[src/common/fchpl_params.svh]
`ifndef FCHPL_PARAMS_SVH
`define FCHPL_PARAMS_SVH
// Address and data widths of the card pins
`define FCHPL_ADDR_W      11
`define FCHPL_DATA_W      16
`define FCHPL_DISK_ADDR_W 3
`define FCHPL_LANE_W      8
// Mode codes
`define FCHPL_MODE_MEM    2'h0
`define FCHPL_MODE_IO     2'h1
`define FCHPL_MODE_DISK   2'h2
// Strobe timing at 200 MHz: address setup and strobe width
`define FCHPL_CLK_PS      5000
`define FCHPL_SETUP_NS    30
`define FCHPL_STROBE_NS   150
`define FCHPL_SETUP_CYC   ((`FCHPL_SETUP_NS * 1000 + `FCHPL_CLK_PS - 1) / `FCHPL_CLK_PS)
`define FCHPL_STROBE_CYC  ((`FCHPL_STROBE_NS * 1000 + `FCHPL_CLK_PS - 1) / `FCHPL_CLK_PS)
`define FCHPL_CNT_W       8
// Synchroniser reset: acknowledge, status and detect pins start idle high,
// so no false acknowledge or insert is seen just after reset
`define FCHPL_SYNC_RST    22'h00003E
`endif

[src/common/fchpl_pkg.sv]
package fchpl_pkg;
  typedef enum logic [1:0] {
    FCHPL_MEM  = 2'h0,
    FCHPL_IO   = 2'h1,
    FCHPL_DISK = 2'h2
  } fchpl_mode_t;

  typedef enum logic [1:0] {
    FCHPL_WORD = 2'h0,
    FCHPL_BYTE = 2'h1,
    FCHPL_ODD  = 2'h2
  } fchpl_width_t;

  typedef struct packed {
    logic [10:0] addr;
    logic        attr;
    fchpl_width_t width;
  } fchpl_req_t;

  typedef struct packed {
    logic battery_one;
    logic battery_two;
    logic status_change;
    logic inserted;
    logic slave_present;
    logic diag_pass;
  } fchpl_stat_t;
endpackage : fchpl_pkg

[src/fchpl_host.sv]
`timescale 1ns/1ps
`include "fchpl_params.svh"
module fchpl_host
  import fchpl_pkg::*;
(
  input  wire logic        clock,             // System clock
  input  wire logic        rstn,              // Async reset, active low
  input  wire fchpl_mode_t mode,              // Access personality
  input  wire logic        if_ready,          // Card interface set up
  input  wire logic        is_master,         // Strap: disk drive master
  input  wire logic        alt_regs,          // Disk: alternate registers
  input  wire logic        req_valid,         // Read request
  output logic             req_ready,         // Request accepted
  input  wire fchpl_req_t  req,               // Read address and width
  output logic             rsp_valid,         // Read data valid pulse
  output logic [15:0]      rsp_data,          // Read data
  output logic             rsp_ack_seen,      // Acknowledge seen in I/O
  output fchpl_stat_t      stat,              // Synchronised status
  output logic [10:0]      addr_o,            // Card address
  output logic             card_select_low_lane_n,  // First select
  output logic             card_select_high_lane_n, // Second select
  output logic             io_read_strobe_n,  // I/O read strobe
  output logic             mem_read_n,        // Memory read strobe
  output logic             disk_mode_select_n, // Mode select pin
  output logic             attr_select_n,     // Attribute select
  output logic             master_slave_select_n,   // Cable select out
  output logic             master_slave_select_oe_n, // Low while driven
  input  wire logic [15:0] data_i,            // Data bus in
  input  wire logic        input_acknowledge_n, // Card acknowledge
  input  wire logic        battery_status_one, // Pin 46 level
  input  wire logic        battery_status_two, // Pin 45 level
  input  wire logic        card_detect_one_n, // Detect one
  input  wire logic        card_detect_two_n  // Detect two
);

  // ------------------------------------------------------------
  // Pin synchronisers
  // ------------------------------------------------------------
  logic [21:0] s1_r;
  logic [21:0] s2_r;
  wire  [21:0] pins = {data_i, input_acknowledge_n, battery_status_one,
                       battery_status_two, card_detect_one_n,
                       card_detect_two_n, 1'b0};
  always_ff @(posedge clock or negedge rstn) begin
    if (!rstn) begin
      s1_r <= `FCHPL_SYNC_RST;
      s2_r <= `FCHPL_SYNC_RST;
    end else begin
      s1_r <= pins;
      s2_r <= s1_r;
    end
  end
  wire [15:0] data_s = s2_r[21:6];
  wire        ack_s  = s2_r[5];
  wire        battery_status_one_s = s2_r[4];
  wire        battery_status_two_s = s2_r[3];
  wire        cd1_s  = s2_r[2];
  wire        cd2_s  = s2_r[1];

  // ------------------------------------------------------------
  // Status decode
  // ------------------------------------------------------------
  always_comb begin
    stat.battery_one   = (mode == FCHPL_MEM) & battery_status_one_s;
    stat.battery_two   = (mode == FCHPL_MEM) & battery_status_two_s;
    stat.status_change = (mode == FCHPL_IO) & ~battery_status_one_s;
    stat.inserted      = ~cd1_s & ~cd2_s;
    stat.slave_present = (mode == FCHPL_DISK) & ~battery_status_two_s;
    stat.diag_pass     = (mode == FCHPL_DISK) & ~battery_status_one_s;
  end
  // Audio line in I/O mode (battery_status_two_s) carries nothing, so it is not used

  // ------------------------------------------------------------
  // Lane and select decode
  // ------------------------------------------------------------
  function automatic logic [1:0] lane_sel(input fchpl_width_t w);
    case (w)
      FCHPL_WORD: lane_sel = 2'h0;
      FCHPL_BYTE: lane_sel = 2'h2;
      FCHPL_ODD:  lane_sel = 2'h1;
      default:    lane_sel = 2'h3;
    endcase
  endfunction : lane_sel

  typedef enum logic [1:0] {
    FCHPL_IDLE   = 2'h0,
    FCHPL_SETUP  = 2'h1,
    FCHPL_STROBE = 2'h2
  } fchpl_state_t;

  fchpl_state_t       st_r, st_nxt;
  logic [7:0]         cnt_r;
  fchpl_req_t         req_r;
  logic               ack_r;

  wire disk   = (mode == FCHPL_DISK);
  wire io_rd  = (mode != FCHPL_MEM);
  wire gate   = if_ready | (mode == FCHPL_MEM);
  wire [1:0] sel_pc   = lane_sel(req_r.width);
  wire [1:0] sel_disk = alt_regs ? 2'h1 : 2'h2;
  wire [1:0] sel_n    = disk ? sel_disk : sel_pc;
  wire active = (st_r != FCHPL_IDLE);
  wire cnt_done = (cnt_r == 8'h00);

  assign req_ready = (st_r == FCHPL_IDLE) & gate;
  assign addr_o = disk ? {8'h00, req_r.addr[2:0]} : req_r.addr;
  assign card_select_low_lane_n  = active ? sel_n[0] : 1'b1;
  assign card_select_high_lane_n = active ? sel_n[1] : 1'b1;
  assign io_read_strobe_n = ~((st_r == FCHPL_STROBE) & io_rd);
  assign mem_read_n       = ~((st_r == FCHPL_STROBE) & ~io_rd);
  assign disk_mode_select_n = ~disk;
  assign attr_select_n = (mode == FCHPL_IO) ? 1'b0 :
                         disk ? 1'b1 : ~req_r.attr;
  assign master_slave_select_n    = 1'b0;
  assign master_slave_select_oe_n = ~(disk & is_master);

  always_comb begin
    st_nxt = st_r;
    case (st_r)
      FCHPL_IDLE:   if (req_valid && gate) st_nxt = FCHPL_SETUP;
      FCHPL_SETUP:  if (cnt_done) st_nxt = FCHPL_STROBE;
      FCHPL_STROBE: if (cnt_done) st_nxt = FCHPL_IDLE;
      default:      st_nxt = FCHPL_IDLE;
    endcase
  end

  localparam logic [7:0] SETUP_C  = 8'(`FCHPL_SETUP_CYC - 1);
  localparam logic [7:0] STROBE_C = 8'(`FCHPL_STROBE_CYC - 1);

  always_ff @(posedge clock or negedge rstn) begin
    if (!rstn) begin
      st_r  <= FCHPL_IDLE;
      cnt_r <= 8'h00;
      req_r <= '0;
    end else begin
      st_r <= st_nxt;
      if (st_r == FCHPL_IDLE && st_nxt == FCHPL_SETUP) begin
        req_r <= req;
        cnt_r <= SETUP_C;
      end else if (st_r == FCHPL_SETUP && cnt_done) begin
        cnt_r <= STROBE_C;
      end else if (!cnt_done) begin
        cnt_r <= cnt_r - 8'h01;
      end
    end
  end

  // Data is captured at the strobe end; lanes per width
  always_ff @(posedge clock or negedge rstn) begin
    if (!rstn) begin
      rsp_valid    <= 1'b0;
      rsp_data     <= 16'h0000;
      rsp_ack_seen <= 1'b0;
      ack_r        <= 1'b0;
    end else begin
      rsp_valid <= (st_r == FCHPL_STROBE) & cnt_done;
      if (st_r == FCHPL_SETUP)
        ack_r <= 1'b0;
      else if (st_r == FCHPL_STROBE && mode == FCHPL_IO && !ack_s)
        ack_r <= 1'b1;
      if ((st_r == FCHPL_STROBE) && cnt_done) begin
        rsp_ack_seen <= ack_r | ((mode == FCHPL_IO) & ~ack_s);
        case (req_r.width)
          // A0 picks the byte inside the card; it always lands low
          FCHPL_BYTE: rsp_data <= {8'h00, data_s[7:0]};
          FCHPL_ODD:  rsp_data <= {8'h00, data_s[15:8]};
          default:    rsp_data <= data_s;
        endcase
      end
    end
  end

  // ------------------------------------------------------------
  // Assertions
  // ------------------------------------------------------------
  disk_addr_hi_a: assert property (
    @(posedge clock) disable iff (!rstn)
    disk |-> addr_o[10:3] == 8'h00)
    else $error("disk mode upper address not grounded");
  no_strobe_a: assert property (
    @(posedge clock) disable iff (!rstn)
    (st_r == FCHPL_IDLE && !gate) |=> st_r == FCHPL_IDLE)
    else $error("strobe started before interface ready");
  mem_no_ior_a: assert property (
    @(posedge clock) disable iff (!rstn)
    mode == FCHPL_MEM |-> io_read_strobe_n)
    else $error("io read strobe in memory mode");
  word_sel_a: assert property (
    @(posedge clock) disable iff (!rstn)
    (st_r == FCHPL_STROBE && !disk && req_r.width == FCHPL_WORD)
      |-> !card_select_low_lane_n && !card_select_high_lane_n)
    else $error("word select wrong");
  alt_sel_a: assert property (
    @(posedge clock) disable iff (!rstn)
    (active && disk && alt_regs) |-> card_select_low_lane_n
      && !card_select_high_lane_n)
    else $error("alternate register select wrong");
  rsp_time_a: assert property (
    @(posedge clock) disable iff (!rstn)
    (req_valid && req_ready) |-> ##[36:40] rsp_valid)
    else $error("read answer late");
  master_slave_select_n_a: assert property (
    @(posedge clock) disable iff (!rstn)
    !disk |-> master_slave_select_oe_n)
    else $error("cable select driven outside disk mode");
  insert_a: assert property (
    @(posedge clock) disable iff (!rstn)
    stat.inserted |-> !$past(card_detect_one_n, 2))
    else $error("insert status wrong");
  mode_sel_a: assert property (
    @(posedge clock) disable iff (!rstn)
    disk == !disk_mode_select_n)
    else $error("mode select pin wrong");
  word_c: cover property (@(posedge clock) rsp_valid && !disk);
  disk_c: cover property (@(posedge clock) rsp_valid && disk);
  ack_c:  cover property (@(posedge clock) rsp_valid && rsp_ack_seen);
endmodule : fchpl_host

[config.mk]
export PLATFORM = sky130hd
export DESIGN_NAME = fchpl_host
export DESIGN_NICKNAME = d
export VERILOG_FILES = /design/src/common/fchpl_pkg.sv /design/src/fchpl_host.sv
export VERILOG_INCLUDE_DIRS = /design/src /design/src/common
export SDC_FILE = /design/constraint.sdc
export NUM_CORES = 1
export LEC_CHECK = 0
export CORE_UTILIZATION = 28
export CTS_CLUSTER_SIZE = 8
export DETAILED_ROUTE_END_ITERATION = 10
export DONT_BUFFER_PORTS = 1
export MAX_ROUTING_LAYER = met4
export PLACE_DENSITY = 0.53
export SLEW_MARGIN = 20
export SYNTH_ARGS = -nofsm -noshare
export SYNTH_HDL_FRONTEND = slang
export SYNTH_SLANG_ARGS = --single-unit
[constraint.sdc]
create_clock -name clock -period 1.61 [get_ports clock]
set_input_delay 0.483 -clock clock [delete_from_list [all_inputs] [get_ports clock]]
set_output_delay 0.483 -clock clock [all_outputs]
set_load 0.05 [all_outputs]
Yosys cells after proc, flatten, opt, wreduce, memory -nomap -nowiden
Cells that the tools add are included.

Register bits after elaboration: 85. Output and inout port bits: 44. Logic and storage cells: 77.

$add $sub $neg: 1. Eq/ne operators: 8. Multiplexer cells: 18. Bitwise operators: 25. Reductions and logical operators: 14.

Operators with widths (count): 16-bit case mux with 2 select lines (1); 8-bit two-way mux (3); 1-bit bitwise AND (12); 2-bit case mux with 3 select lines (2); 11-bit two-way mux (1); 1-bit NOT (11); 2-bit two-way mux (5); 2-bit by 1-bit == test with 1-bit output, second input constant (4); 8-bit logical NOT (1); 8-bit by 1-bit subtractor with 8-bit output, second input constant (1); 2-bit == test, second input constant (3); 1-bit logical AND (6); 2-bit logical NOT (3); 1-bit two-way mux (6); 2-bit nonzero test (3); 3-bit by 1-bit != test with 1-bit output, second input constant (1); 1-bit bitwise OR (2); 1-bit logical NOT (1).

Depth between registers and ports, before layout
Depth after elaboration: 8. Depth in mapped cells: 7. Depth with buffers taken out: 6.

Least setup slack after synthesis
Ideal clock, no wire load.

Kind: input port to output port. Start point: input port mode[1]. End point: output port card_select_low_lane_n. Arrival time: 1856 ps. Path slack: -729 ps. Stages on the path: 4. Buffers on the path: 0. Cells stage by stage: nor2b_1 -> inv_1 -> nor2_1 -> o22ai_1.

Cells in the longest elaborated chain, start to end: 3.

RTL lines: start, declared (RTL line fchpl_host.sv:8) `input wire fchpl_mode_t mode,`; 2-bit == test (RTL line fchpl_host.sv:96) `wire disk = (mode == FCHPL_DISK);`; 2-bit two-way mux (RTL line fchpl_host.sv:101) `wire [1:0] sel_n = disk ? sel_disk : sel_pc;`; 1-bit two-way mux (RTL line fchpl_host.sv:107) `assign card_select_low_lane_n = active ? sel_n[0] : 1'b1;`; end, declared (RTL line fchpl_host.sv:20) `output logic card_select_low_lane_n,`.

Every way passes these cells.

Final worst setup path
Start point: register req_r[0] (netlist bit). End point: output port card_select_high_lane_n.

Cells in the longest elaborated chain, start to end: 4. Elaborated cells between the ends (all ways): 6.

RTL lines: start, declared (RTL line fchpl_host.sv:93) `fchpl_req_t req_r;`; start signal, assigned (RTL line fchpl_host.sv:138) `req_r <= req;`; 2-bit == test (tied with other cells) (RTL line fchpl_host.sv:77) `case (w)`; 2-bit case mux with 3 select lines * (RTL line fchpl_host.sv:77); 2-bit two-way mux * (RTL line fchpl_host.sv:101); 1-bit two-way mux * (RTL line fchpl_host.sv:108) `assign card_select_high_lane_n = active ? sel_n[1] : 1'b1;`; end, declared (RTL line fchpl_host.sv:21) `output logic card_select_high_lane_n,`.

Mark *: on every way between the ends. The rest lies on a longest branch, timed or not.

==> flow_summary.toml <==
[setup_path]
cp_max_fo = 4
critPathCaptureType = "output pin"
startpoint = "req_r[0]"
worstPathCellList = "ha_4 -> nor3_4 -> a21oi_1 -> or2_4"
start_kind = "flip-flop"
crit_slowest_cell = "dfrtp_2"
critical_path_buf_inv_count = 0
r2r_slack_ns = -0.13
critical_path_class = "flip-flop to output pin"
cp_top_family = "flip-flops"
max_stage_delay_ns = 0.47
required_ns = 1.13
worst_r2r_startpoint = "cnt_r[1]"
critPathArrivalTime_ns = 1.51

[floorplan]
fp-row-count = 38
io_pins = 87
die_h_um = 108
die-area_um2 = 11600
initial_core_util_pct = 28.8
die_w_um = 108
core_um2 = 10900

[outcome]
status = "finished with violations"
violations = "negative hold slack, negative setup slack"

[min_path]
hold_path.class = "input pin to async pin"

[synth]
postSynthCellCount = 258
ys_warn_count = 0
synth.distinct_cells = 35
yosys-top-cells-area = "dfrtp_1 (60%), dfstp_2 (8.4%), mux2_1 (5.0%)"
async_reset_ff_share_pct = 100
synthTopCellsByCount = "dfrtp_1 (75), nand2_1 (36), o21ai_1 (19)"
netlist_area_um2 = 3140
ys_seq_area_share_pct = 68.2
synth.avg_cell_area_um2 = 12.2
synth_top_area_share_pct = 59.8
synth_area_leader_cell = "dfrtp_1"
yosysMostFrequentCell = "dfrtp_1"
synth-edff-count = 0
synth_fp_nets = 305
ys.flop_type = "dfrtp_1"
ys_seq_elements = 85

[placed_design]
dp_slack_ns = -0.141
dpl.hpwl_um = 4500
io_buffers = 0
placed_cell_area_um2 = 3890
gp_congestion = 0.670

[clock_network]
htreeDepth = 3
cts_max_path_buffers = 2
numCtsBuffers = 9
cts.sinks = 85
cts.clk_slew.worst_paths_ns = 0.10
cts_root_buffer = "clkbuf_8"
tritoncts = "done"
clk_latency_ns = 0.34

[power_and_ir_drop]
peakVddDrop_v = 0.000516
p_leak_nw = 1.95
total_power_mw = 3.85
power_density_nw_per_um2 = 886

[sta]
fmax_mhz = 502
layout_min_cycle_time_ns = 1.99
fin_skew_ns = 0.0122
slew_headroom_pct = 64.5
drv_slew = 0
setup_viol = 19
rsz0062_at_grt = "true"
tightest_slew_ns = 0.532
hold_violations = 79
fin_crit_sh_pct = 124
tns_ns = -1.66
final.setup.worst_slack_ns = -0.383
hold_ws_ns = -0.179

[global_routing]
grt_pass1_wl_um = 10400
grt_pass1_vias = 2054
antenna_found_initial = 0
track_usage_pct = 12.2
grt.overflow.total = 0
grt_max_degree = 86

[flow_run]
cap_violations = 0

[detailed_routing]
firstDrtPassIters = 4
drtAntennaViolNets = 0
first_iter_violations = 103
vias = 1959
drt-wirelength-per-cell_um = 14.6
drcViolationCount = 0
wirelength_um = 6540
vias_per_cell = 4.36

[final_layout]
multi_input_comb_area_um2 = 1180
final_area_um2 = 4350
nNetsFinal = 351
drive_gt1_share_pct = 40.8
diodes = 0
area_growth_syn_to_layout_pct = 38.5
regArea_um2 = 2140
n_fill_cell = 1036
[cell type report]
class | instances | area share (%)
tap | 140 | 4.03
multi-input combinational | 151 | 27.1
sequential | 85 | 49.3
inverter | 9 | 0.835
clock inverter | 7 | 1.70
timing repair buffer | 48 | 14.2
clock buffer | 9 | 2.85
[per-stage QoR]
step                cells  util, %
global placement      427     35.7
detailed placement    427     35.7
CTS                   448     38.5
floorplan             258        -
global route          449     39.9
finish                449     39.9
[cell usage in the layout, fill, tap and decap left out, types with 2 or more instances in the layout]
master	n
o21ai_0	3
buf_12	17
inv_2	5
clkinv_4	2
dfstp_2	10
nand3_1	2
dfrtp_1	72
inv_6	2
or4b_4	2
or2_4	2
nand3_2	2
a21oi_1	7
clkbuf_8	9
dfrtp_2	3
and2_4	2
buf_4	20
nor3_1	4
nand2_1	30
nand2b_1	2
nor2b_4	11
nand2_2	6
nor2_1	12
nor3_4	4
o21ai_1	18
o21ai_2	2
ha_4	4
a22oi_1	9
nor2_4	3
inv_8	2
mux2_1	14
inv_1	3
buf_6	10
[sequential cells by signal (all words and copies together) (netlist names)]
register,flops
s1_r,21
ack_r,1
s2_r,21
rsp_ack_seen,1
rsp_valid,1
cnt_r,8
rsp_data,16
st_r,2
req_r,14
[worst paths after layout]
| path | end | cells after the start |
|---|---|---|
| max in group asynchronous | s2_r[5] | 0 |
| worst max register to register | cnt_r[6] | 5 |
| worst max-delay path | card_select_high_lane_n | 4 |
| worst min-delay path | req_r[13] | 0 |
| worst min register to register | s2_r[13] | 0 |
| min in group clock | s1_r[5] | 0 |
[kinds of logic after synthesis]
logic type	synth area share, %
AND/OR/NAND/NOR	13.0
adder cells (fa/ha/maj)	1.91
other	0.119
AO/OA/AOI/OAI	8.05
flip-flops	68.2
XOR/XNOR	0.279
multiplexers	5.34
buffers and inverters	3.15
[timing repair]
item / in CTS / in global routing
hold endpoints to repair: 85 / 85
resized for setup: 19 / 37
setup endpoints to repair: 26 / 44
pin swaps: 6 / 10
setup buffers: 5 / 2
[routing by layer]
layer  vias to the layer above  track usage (%)  routed length [µm]
met2                        62             18.7                3210
li1                        955                -                   -
met5                         -                -                   0
met1                       936             15.0                2870
met4                         0             4.70                  78
met3                         6             3.81                 378
[where the power goes]
group | total, mW | switching (mW) | leakage (nW) | internal (mW)
registers | 2.22 | 0.0206 | 1.05 | 2.20
logic | 0.166 | 0.0961 | 0.800 | 0.0704
clock network | 1.47 | 0.856 | 0.101 | 0.612
No activity file was read; power rests on OpenSTA's default activity.
